File: src/tcm_consts.svh
// constants for the tape command interpreter
`ifndef TCM_CONSTS_SVH
`define TCM_CONSTS_SVH
`define TCM_OP_MODE_SENSE 8'h1A
`define TCM_OP_LOAD_UNLOAD 8'h1B
`define TCM_OP_RCV_DIAG 8'h1C
`define TCM_MS_LEN_BYTE 8'h0B
`define TCM_MS_MEDIUM 8'h00
`define TCM_MS_DESC_LEN 8'h08
`define TCM_MS_REC_BYTES 4'hC
`define TCM_DG_REC_BYTES 4'h9
`define TCM_ERR_OK 8'h00
`define TCM_REG_CFG 4'h0
`define TCM_REG_BLKLEN 4'h1
`define TCM_REG_DIAG0 4'h2
`define TCM_REG_DIAG1 4'h3
`define TCM_REG_DIAG2 4'h4
`define TCM_REG_STAT 4'h5
`define TCM_CFG_SPEED_LSB 0
`define TCM_CFG_BW_BIT 4
`define TCM_CFG_DEN_LSB 8
`define TCM_RST_SPEED 4'h0
`define TCM_RST_DENSITY 8'h02
`define TCM_SPEED_DEFAULT 4'h0
`define TCM_SPEED_LOW 4'h1
`define TCM_SPEED_HIGH 4'h2
`define TCM_DEN_NRZ_800 8'h01
`define TCM_DEN_PHASE_1600 8'h02
`define TCM_DEN_GROUP_6250 8'h03
`define TCM_DEN_DPE_3200 8'h06
`define TCM_SYNC_RST 16'h0000
`endif

File: src/tcm_pkg.sv
// types shared by the tape command interpreter
`default_nettype none
package tcm_pkg;
  typedef enum logic [2:0] {
    TCM_IDLE = 3'b000,
    TCM_SEND = 3'b001,
    TCM_MOVE = 3'b010,
    TCM_DONE = 3'b011
  } tcm_state_e;
  typedef enum logic [7:0] {
    TCM_E_OK = 8'h00, TCM_E_MEM = 8'h80, TCM_E_FMK = 8'h81,
    TCM_E_ERASE = 8'h82, TCM_E_REWIND = 8'h83, TCM_E_BLANK = 8'h84,
    TCM_E_BLKLEN = 8'h85, TCM_E_DATA = 8'h86, TCM_E_PARITY = 8'h87,
    TCM_E_REVREAD = 8'h88, TCM_E_ABNORMAL = 8'h89
  } tcm_err_e;
  typedef struct packed {
    logic [7:0] opcode;
    logic [7:0] b1;
    logic [7:0] b2;
    logic [7:0] b3;
    logic [7:0] b4;
    logic [7:0] b5;
  } tcm_cdb_s;
  // status byte 1 then status byte 2, msb first
  typedef struct packed {
    logic formatter_busy;
    logic data_busy;
    logic check_char_gate;
    logic end_of_tape_marker;
    logic ready;
    logic rewinding;
    logic file_protect;
    logic online;
    logic parity_error;
    logic file_mark;
    logic buffer_overflow;
    logic high_speed;
    logic nrz_density;
    logic beginning_of_tape_marker;
    logic formatter_busy_interrupt;
    logic data_busy_interrupt;
  } tcm_drv_s;
endpackage
`default_nettype wire

File: src/tcm_core.sv
// tape target command interpreter: mode sense, load/unload, diag results
//
// Chosen here: the address map and the Avalon-MM slave port.
`timescale 1ns/1ps
`default_nettype none
`include "tcm_consts.svh"
module tcm_core (
  input wire logic clk, // 50 MHz
  input wire logic sys_rst, // async, active high
  input wire logic [3:0] avs_address, // word index
  input wire logic avs_read, // read request
  input wire logic avs_write, // write request
  input wire logic [31:0] avs_writedata, // write data
  output logic [31:0] avs_readdata, // read data
  output logic avs_waitrequest, // low for one answer cycle
  input wire logic cmd_valid, // command block offered
  input wire tcm_pkg::tcm_cdb_s cmd_cdb, // six command bytes
  output logic cmd_ready, // command taken when both high
  output logic dat_valid, // data-in byte offered
  output logic [7:0] dat_byte, // data-in byte
  input wire logic dat_ready, // initiator takes byte
  output logic sts_valid, // status pulse
  output logic sts_check, // with sts_valid: check condition
  output logic sts_disconnect, // disconnect request pulse
  output logic sts_reselect, // reselect request pulse
  output logic mot_req, // tape motion request level
  output logic mot_load, // with mot_req: 1 load, 0 unload
  input wire logic mot_done_pin, // drive motion finished (async)
  input wire tcm_pkg::tcm_drv_s drv_pins, // drive status (async)
  output logic online, // controller online
  input wire logic wr_buffered, // write data reached buffer
  input wire logic wr_on_tape, // write data reached tape
  output logic wr_good // write good status pulse
);
  // registers
  tcm_pkg::tcm_state_e state_r;
  logic wait_r;
  logic [31:0] rdata_r;
  logic [3:0] speed_r;
  logic bw_r;
  logic [7:0] density_r;
  logic [23:0] blklen_r;
  logic [7:0] err_r, test_r, expect_r, actual_r;
  logic [23:0] info_r;
  logic cmd_ready_r, dat_valid_r, sts_valid_r, sts_check_r;
  logic sts_disc_r, sts_resel_r, mot_req_r, mot_load_r, online_r;
  logic wr_good_r, imm_r, is_ms_r;
  logic [7:0] dat_byte_r;
  logic [3:0] idx_r, len_r;
  logic [16:0] s1_r, s2_r, s3_r, stable_r;

  // three-stage sync; accept a change only once stages 2 and 3 agree
  always_ff @(posedge clk or posedge sys_rst) begin
    if (sys_rst) begin
      s1_r <= 17'h0_0000;
      s2_r <= 17'h0_0000;
      s3_r <= 17'h0_0000;
      stable_r <= 17'h0_0000;
    end else begin
      s1_r <= {mot_done_pin, drv_pins};
      s2_r <= s1_r;
      s3_r <= s2_r;
      stable_r <= (s2_r & ~(s2_r ^ s3_r)) | (stable_r & (s2_r ^ s3_r));
    end
  end
  wire mot_done_s = stable_r[16];
  tcm_pkg::tcm_drv_s drv_s;
  assign drv_s = stable_r[15:0];
  wire wprot = drv_s.file_protect;

  // bus decode
  wire bus_req = avs_read | avs_write;
  wire bus_take = bus_req & wait_r;
  wire wr_en = avs_write & ~wait_r;
  wire sel_cfg = avs_address == `TCM_REG_CFG;
  wire sel_blk = avs_address == `TCM_REG_BLKLEN;
  wire sel_d0 = avs_address == `TCM_REG_DIAG0;
  wire sel_d1 = avs_address == `TCM_REG_DIAG1;
  wire sel_d2 = avs_address == `TCM_REG_DIAG2;
  wire sel_st = avs_address == `TCM_REG_STAT;
  wire [31:0] rd_mux =
    sel_cfg ? {16'h0000, density_r, 3'b000, bw_r, speed_r} :
    sel_blk ? {8'h00, blklen_r} :
    sel_d0 ? {16'h0000, test_r, err_r} :
    sel_d1 ? {8'h00, info_r} :
    sel_d2 ? {16'h0000, actual_r, expect_r} :
    sel_st ? {9'h000, state_r, mot_done_s, mot_req_r,
              online_r, 1'b0, drv_s} :
    32'h0000_0000;

  // one-cycle wait, answer on the next edge
  always_ff @(posedge clk or posedge sys_rst) begin
    if (sys_rst) begin
      wait_r <= 1'b1;
      rdata_r <= 32'h0000_0000;
    end else begin
      wait_r <= ~bus_take;
      if (bus_take) begin
        rdata_r <= rd_mux;
      end
    end
  end

  always_ff @(posedge clk or posedge sys_rst) begin
    if (sys_rst) begin
      speed_r <= `TCM_RST_SPEED;
      bw_r <= 1'b0;
      density_r <= `TCM_RST_DENSITY;
      blklen_r <= 24'h00_0000;
      err_r <= `TCM_ERR_OK;
      test_r <= 8'h00;
      info_r <= 24'h00_0000;
      expect_r <= 8'h00;
      actual_r <= 8'h00;
    end else if (wr_en) begin
      if (sel_cfg) begin
        speed_r <= avs_writedata[`TCM_CFG_SPEED_LSB +: 4];
        bw_r <= avs_writedata[`TCM_CFG_BW_BIT];
        density_r <= avs_writedata[`TCM_CFG_DEN_LSB +: 8];
      end
      if (sel_blk) begin
        blklen_r <= avs_writedata[23:0];
      end
      if (sel_d0) begin
        err_r <= avs_writedata[7:0];
        test_r <= avs_writedata[15:8];
      end
      if (sel_d1) begin
        info_r <= avs_writedata[23:0];
      end
      if (sel_d2) begin
        expect_r <= avs_writedata[7:0];
        actual_r <= avs_writedata[15:8];
      end
    end
  end

  // mode-sense record
  wire [7:0] ms_b2 = {wprot, 2'b00, bw_r, speed_r};
  wire [7:0] ms_rec [0:11];
  assign ms_rec[0] = `TCM_MS_LEN_BYTE;
  assign ms_rec[1] = `TCM_MS_MEDIUM;
  assign ms_rec[2] = ms_b2;
  assign ms_rec[3] = `TCM_MS_DESC_LEN;
  assign ms_rec[4] = density_r;
  assign ms_rec[5] = 8'h00;
  assign ms_rec[6] = 8'h00;
  assign ms_rec[7] = 8'h00;
  assign ms_rec[8] = 8'h00;
  assign ms_rec[9] = blklen_r[23:16];
  assign ms_rec[10] = blklen_r[15:8];
  assign ms_rec[11] = blklen_r[7:0];

  // diagnostic record; test number forced zero without an error
  wire [7:0] dg_rec [0:8];
  assign dg_rec[0] = err_r;
  assign dg_rec[1] = (err_r == `TCM_ERR_OK) ? 8'h00 : test_r;
  assign dg_rec[2] = info_r[23:16];
  assign dg_rec[3] = info_r[15:8];
  assign dg_rec[4] = info_r[7:0];
  assign dg_rec[5] = expect_r;
  assign dg_rec[6] = actual_r;
  assign dg_rec[7] = drv_s[15:8];
  assign dg_rec[8] = drv_s[7:0];

  // command decode
  wire cmd_take = cmd_valid & cmd_ready_r;
  wire op_ms = cmd_cdb.opcode == `TCM_OP_MODE_SENSE;
  wire op_lu = cmd_cdb.opcode == `TCM_OP_LOAD_UNLOAD;
  wire op_dg = cmd_cdb.opcode == `TCM_OP_RCV_DIAG;
  wire lu_imm = cmd_cdb.b1[0]; // immediate_status_flag
  wire lu_load = cmd_cdb.b4[0];
  wire [15:0] dg_alloc = {cmd_cdb.b3, cmd_cdb.b4};
  // clamp to record size; a zero length sends nothing
  wire [3:0] ms_len = (cmd_cdb.b4 > {4'h0, `TCM_MS_REC_BYTES}) ?
    `TCM_MS_REC_BYTES : cmd_cdb.b4[3:0];
  wire [3:0] dg_len = (dg_alloc > {12'h000, `TCM_DG_REC_BYTES}) ?
    `TCM_DG_REC_BYTES : dg_alloc[3:0];
  wire [3:0] new_len = op_ms ? ms_len : dg_len;
  wire [3:0] next_idx = (state_r == tcm_pkg::TCM_SEND) ?
    idx_r + 4'h1 : 4'h0;
  wire next_ms = (state_r == tcm_pkg::TCM_SEND) ? is_ms_r : op_ms;
  wire [7:0] next_byte = next_ms ? ms_rec[next_idx] :
    ((next_idx < `TCM_DG_REC_BYTES) ? dg_rec[next_idx] : 8'h00);
  wire last_beat = dat_valid_r & dat_ready & (next_idx == len_r);

  always_ff @(posedge clk or posedge sys_rst) begin
    if (sys_rst) begin
      state_r <= tcm_pkg::TCM_IDLE;
      cmd_ready_r <= 1'b0;
      dat_valid_r <= 1'b0;
      dat_byte_r <= 8'h00;
      idx_r <= 4'h0;
      len_r <= 4'h0;
      is_ms_r <= 1'b0;
      imm_r <= 1'b0;
      sts_valid_r <= 1'b0;
      sts_check_r <= 1'b0;
      sts_disc_r <= 1'b0;
      sts_resel_r <= 1'b0;
      mot_req_r <= 1'b0;
      mot_load_r <= 1'b0;
      online_r <= 1'b0;
    end else begin
      sts_valid_r <= 1'b0;
      sts_disc_r <= 1'b0;
      sts_resel_r <= 1'b0;
      case (state_r)
        tcm_pkg::TCM_IDLE: begin
          cmd_ready_r <= 1'b1;
          if (cmd_take) begin
            cmd_ready_r <= 1'b0;
            sts_check_r <= 1'b0;
            if ((op_ms | op_dg) && new_len != 4'h0) begin
              state_r <= tcm_pkg::TCM_SEND;
              is_ms_r <= op_ms;
              len_r <= new_len;
              idx_r <= 4'h0;
              dat_valid_r <= 1'b1;
              dat_byte_r <= next_byte;
            end else if (op_ms | op_dg) begin
              state_r <= tcm_pkg::TCM_DONE;
              sts_valid_r <= 1'b1;
            end else if (op_lu) begin
              state_r <= tcm_pkg::TCM_MOVE;
              imm_r <= lu_imm;
              mot_req_r <= 1'b1;
              mot_load_r <= lu_load;
              // unload drops online at once; drive then unwinds
              if (!lu_load) begin
                online_r <= 1'b0;
              end
              sts_valid_r <= lu_imm;
              sts_disc_r <= ~lu_imm;
            end else begin
              state_r <= tcm_pkg::TCM_DONE;
              sts_valid_r <= 1'b1;
              sts_check_r <= 1'b1;
            end
          end
        end
        tcm_pkg::TCM_SEND: begin
          if (dat_valid_r && dat_ready) begin
            if (last_beat) begin
              dat_valid_r <= 1'b0;
              sts_valid_r <= 1'b1;
              state_r <= tcm_pkg::TCM_DONE;
            end else begin
              idx_r <= next_idx;
              dat_byte_r <= next_byte;
            end
          end
        end
        tcm_pkg::TCM_MOVE: begin
          // wait for the drive's synchronised completion
          if (mot_done_s) begin
            mot_req_r <= 1'b0;
            if (mot_load_r) begin
              online_r <= 1'b1;
            end
            sts_resel_r <= ~imm_r;
            sts_valid_r <= ~imm_r;
            state_r <= tcm_pkg::TCM_DONE;
          end
        end
        tcm_pkg::TCM_DONE: begin
          // drive must drop its done level before the next motion
          if (!mot_done_s) begin
            state_r <= tcm_pkg::TCM_IDLE;
          end
        end
        default: begin
          state_r <= tcm_pkg::TCM_IDLE;
        end
      endcase
    end
  end

  // write status: buffer arrival if buffered, else tape completion
  always_ff @(posedge clk or posedge sys_rst) begin
    if (sys_rst) begin
      wr_good_r <= 1'b0;
    end else begin
      wr_good_r <= bw_r ? wr_buffered : wr_on_tape;
    end
  end

  assign avs_waitrequest = wait_r;
  assign avs_readdata = rdata_r;
  assign cmd_ready = cmd_ready_r;
  assign dat_valid = dat_valid_r;
  assign dat_byte = dat_byte_r;
  assign sts_valid = sts_valid_r;
  assign sts_check = sts_check_r;
  assign sts_disconnect = sts_disc_r;
  assign sts_reselect = sts_resel_r;
  assign mot_req = mot_req_r;
  assign mot_load = mot_load_r;
  assign online = online_r;
  assign wr_good = wr_good_r;

  // checks
  AST_MS_HDR: assert property (@(posedge clk) disable iff (sys_rst)
    dat_valid_r && is_ms_r && idx_r == 4'h0 |-> dat_byte_r == 8'h0B)
    else $error("mode sense header byte wrong");
  AST_LEN_LIMIT: assert property (@(posedge clk) disable iff (sys_rst)
    dat_valid_r |-> idx_r < len_r && len_r <= 4'hC)
    else $error("data index past limit");
  AST_SPEED_WP: assert property (@(posedge clk) disable iff (sys_rst)
    dat_valid_r && is_ms_r && idx_r == 4'h2 |->
    dat_byte_r == {wprot, 2'b00, bw_r, speed_r})
    else $error("mode sense byte 2 wrong");
  AST_BUFWR: assert property (@(posedge clk) disable iff (sys_rst)
    bw_r && $stable(bw_r) && wr_buffered |=> wr_good_r)
    else $error("buffered write not acknowledged");
  AST_IMMEDIATE: assert property (@(posedge clk) disable iff (sys_rst)
    cmd_take && op_lu && lu_imm |=> sts_valid_r && !sts_disc_r)
    else $error("immediate status missing");
  AST_DISC: assert property (@(posedge clk) disable iff (sys_rst)
    cmd_take && op_lu && !lu_imm |=> sts_disc_r && !sts_valid_r)
    else $error("disconnect missing");
  AST_UNLOAD: assert property (@(posedge clk) disable iff (sys_rst)
    cmd_take && op_lu && !lu_load |=> !online_r && mot_req_r && !mot_load_r)
    else $error("unload did not go offline");
  AST_DG_MAX: assert property (@(posedge clk) disable iff (sys_rst)
    dat_valid_r && !is_ms_r |-> len_r <= 4'h9 && len_r != 4'h0)
    else $error("diagnostic length past record");
  AST_LOAD: assert property (@(posedge clk) disable iff (sys_rst)
    state_r == tcm_pkg::TCM_MOVE && mot_done_s && mot_load_r |=>
    online_r && !mot_req_r)
    else $error("load did not set online");
  AST_TESTNUM: assert property (@(posedge clk) disable iff (sys_rst)
    dat_valid_r && !is_ms_r && idx_r == 4'h1 && err_r == 8'h00 |->
    dat_byte_r == 8'h00)
    else $error("test number without error");
  AST_ZERO_ALLOC: assert property (@(posedge clk) disable iff (sys_rst)
    cmd_take && op_dg && dg_alloc == 16'h0000 |=>
    !dat_valid_r && sts_valid_r)
    else $error("zero allocation sent data");
  COV_MS: cover property (@(posedge clk) disable iff (sys_rst)
    last_beat && is_ms_r && len_r == 4'hC);
  COV_DG: cover property (@(posedge clk) disable iff (sys_rst)
    last_beat && !is_ms_r && len_r == 4'h9);
  COV_UNLOAD: cover property (@(posedge clk) disable iff (sys_rst)
    sts_resel_r && !mot_load_r);
  COV_IMM_LOAD: cover property (@(posedge clk) disable iff (sys_rst)
    sts_valid_r && mot_req_r && mot_load_r);
endmodule
`default_nettype wire

File: config.mk
export PLATFORM = sky130hd
export DESIGN_NAME = tcm_core
export DESIGN_NICKNAME = d
export VERILOG_FILES = /design/src/tcm_pkg.sv /design/src/tcm_core.sv
export VERILOG_INCLUDE_DIRS = /design/src
export SDC_FILE = /design/constraint.sdc
export NUM_CORES = 1
export LEC_CHECK = 0
export ABC_AREA = 0
export BUFFER_PORTS_ARGS = -buffer_cell sky130_fd_sc_hd__clkbuf_2
export CAP_MARGIN = 20
export CORE_MARGIN = 8
export CORE_UTILIZATION = 51
export DETAILED_ROUTE_END_ITERATION = 16
export PLACE_DENSITY = 0.82
export SLEW_MARGIN = 20
export SYNTH_ARGS = -nofsm -noshare
export SYNTH_HDL_FRONTEND = slang
export SYNTH_SLANG_ARGS = --single-unit
File: constraint.sdc
create_clock -name clk -period 7.4 [get_ports clk]
set_input_delay 1.48 -clock clk [delete_from_list [all_inputs] [get_ports clk]]
set_output_delay 1.48 -clock clk [all_outputs]
set_load 0.01 [all_outputs]
==> run metrics <==
outcome finished, final reports clean; Achievable Freq between 200 and 300 MHz; Pre-antenna DRT Iters 8; drt total wl between 20000 and 30000 um; Post-Place Cell Area roughly 0.011 sq mm; area grow syn2layout 15.0%; post-synthesis adder-cell area fraction under 10%; initial detailed-routing violation count 788; Power, Total 3.75 mW; first-pass GRT wire length 42700 um; remaining antenna violation count 0; compound-cell area share of the yosys netlist between 10% and 20%; GRT overflow 0; clock latency on the worst-skew pair approximately 0.5 ns; R2R Setup Slk 3.44 ns; number of enable flip-flop cells after synthesis 0; die height 156 um; flops & latches, synth 216; PwrDens 326 mW/mm^2; Hold-fix buffers, CTS 0; Final Critical Period 3.96 ns; CTS HTree Levels 1; Slew @ Worst Pin 1.04 ns; share of layout cells above drive strength 1 a little under a third; post_cts resized 0; IO buf count 120; RSZ-0062 raised after global routing false; Buf/Inv on CP 0; CP endpoint kind flip-flop; Core Footprint 0.0193 sq mm; clk_skew 0.00810 ns; Req. time, crit path 7.78 ns; crit path max fanout 24; Critical Path End idx_r[3]; Synth Warn # 0; Num CTS Buffers 23; reg2reg end idx_r[3]; Clock Sink Count 216; fin nets 1055; die width between 150 and 200 um; routability cong. 0.956; register area share after synthesis 54.2%; largest net degree at the start of global routing 148; Starting Density 51.6%; CTS clk-pin slew, worst paths 0.06 ns; total vias in the final route 7480; Slew headroom between 30% and 40%; via/cell ratio 6.13; # rows 51; total global-route track usage between 20% and 30%; Final Cycle Share 53.5%; drt wl/cell 22.1 um; cell count after synthesis 836; Most used DFF post-synth dfrtp_1; Die ar. 0.0243 sq mm; post-route insts no fill roughly 1200; hold crit path type flip-flop to flip-flop; antenna cell count 0; CTS max path bufs 3; Leak 5.31 nW; critical path launch point type flip-flop; R2R depth 6; Final Slew Violations 0; WP depth 6; xor-xnor portion of the synthesized cell area 0.439%; slowest CP cell dfrtp_1; final hold violations 0; area of the mapped netlist 0.00998 sq mm; Worst VDD drop 0.138 mV; synthesized area per cell 11.9 sq um; crit path launch idx_r[0]; Root Buffer clkbuf_16; Layout Utilization 59.4%; CP arrival 4.34 ns; DRC violations left 0; RR Startpoint idx_r[0]; mux share of post-synthesis cell area 16.3%; postcts setup bufs 0; Max-Cap Viols 0; setup_tns 0 ns; IO Count 160; Critical Path, Cell by Cell ha_1 > and2_1 > and3_1 > o311ai_1 > o311ai_4 > mux2_2; final number of setup-violating endpoints 0; CTS tree built; initial antenna violation count 2; final instance area 0.0115 sq mm; synth unique cells 78; largest family of logic cells by synthesized area multiplexers; crit-path max cell delay 1.02 ns; Placed Instances 1181; critical path type flip-flop to flip-flop; asr flop ratio synth 100%; CP top delay family simple AND/OR/NAND/NOR gates; dpl hpwl approximately 18000 um; simple-gate share of the synthesized area 8.09%; number of global-route vias before repair 7589
-- cells in the mapped netlist (7+ instances only) --
cell type,n,area [sq um]
dfrtp_1,214,5360
mux2_2,96,1080
nand2_1,72,270
o21ai_0,53,265
mux2i_1,39,390
a21oi_1,33,165
clkbuf_1,26,97.6
nor2_1,24,90.1
a22oi_1,23,173
maj3_1,17,170
a21o_1,16,120
buf_2,16,80.1
o22ai_1,14,87.6
inv_1,13,48.8
a221oi_1,12,105
buf_4,10,75.1
mux2_4,9,135
nand3_1,9,45.0
nor2b_1,8,50.1
o211ai_1,7,52.6
-- how the worst min path moves through the flow --
stage	from	to	cells after the start
after floorplan	s1_r[0]	s2_r[0]	0
after global placement	s1_r[11]	s2_r[11]	0
after detailed placement	s1_r[0]	s2_r[0]	0
after CTS	s1_r[0]	s2_r[0]	0
after global routing	s1_r[16]	s2_r[16]	0
final	s1_r[0]	s2_r[0]	0
-- state kept, by name (all words and copies together), names as in the netlist, 2 cells and up, named ones only --
signal and flops:
dat_byte 8, info_r 24, expect_r 8, test_r 8, s3_r 17, actual_r 8, s1_r 17, density_r 8
s2_r 17, avs_readdata 24, idx_r 4, speed_r 4, blklen_r 24, len_r 4, state_r 2, err_r 8
-- logic make-up (layout without fill, tap and decap cells) --
group                    Yosys count  in the layout
AO/OA/AOI/OAI                    218            218
XOR/XNOR                           5              5
adder cells (fa/ha/maj)           22             22
buffers and inverters             71            183
flip-flops                       216            216
multiplexers                     145            145
other                              1              8
AND/OR/NAND/NOR                  158            158
-- power breakdown --
group / internal, mW / leakage, nW / switching, mW
combinational: 0.446 / 2.25 / 0.605
sequential: 1.39 / 2.70 / 0.199
clock: 0.650 / 0.358 / 0.460
total: 2.48 / 5.31 / 1.26
-- stage by stage --
stage                     setup slack [ns]  hold slack, ns
after floorplan                     0.0157           0.331
after global placement                3.50           0.332
after detailed placement              3.44           0.335
after CTS                             3.45           0.348
after global routing                  3.19           0.349
final                                 3.44           0.347
-- placed cells by master (no fill, tap or decap), types with 9 or more instances in the layout --
| cell | instances |
|---|---|
| nand2_1 | 72 |
| mux2i_1 | 38 |
| a221oi_1 | 12 |
| clkbuf_16 | 23 |
| mux2_4 | 9 |
| maj3_1 | 17 |
| a22oi_1 | 23 |
| nor2_1 | 24 |
| mux2_2 | 96 |
| a21oi_1 | 33 |
| clkbuf_2 | 120 |
| o22ai_1 | 14 |
| dfrtp_1 | 214 |
| a21o_1 | 16 |
| o21ai_0 | 53 |
| nand3_1 | 9 |
| inv_1 | 12 |
| buf_4 | 9 |
-- final cells by class --
type	count	area [sq um]
Timing Repair Buffer	129	668
Fill cell	1582	7850
Multi-Input combinational cell	556	4280
Sequential cell	216	5410
Clock buffer	27	601
Inverter	15	68.8
Clock inverter	12	124
Tap cell	265	332
-- routing by layer --
layer  up-vias  wire length [um]  track usage, %
met1      3700             11100            29.4
met5         -                25               0
met2       385             12200            34.6
met3        74              2550            4.90
li1       3317                 -               -
met4         4              1100            10.4
-- worst register-to-register path, delay by kind of cell (launching register included) --
family / cells / cell delay, ns
fa+ha+maj: 1 / 0.38
simple gates: 2 / 1.06
compound gates: 2 / 0.96
flops: 1 / 1.02
mux: 1 / 0.42
Power figures use the tool's default switching activity.
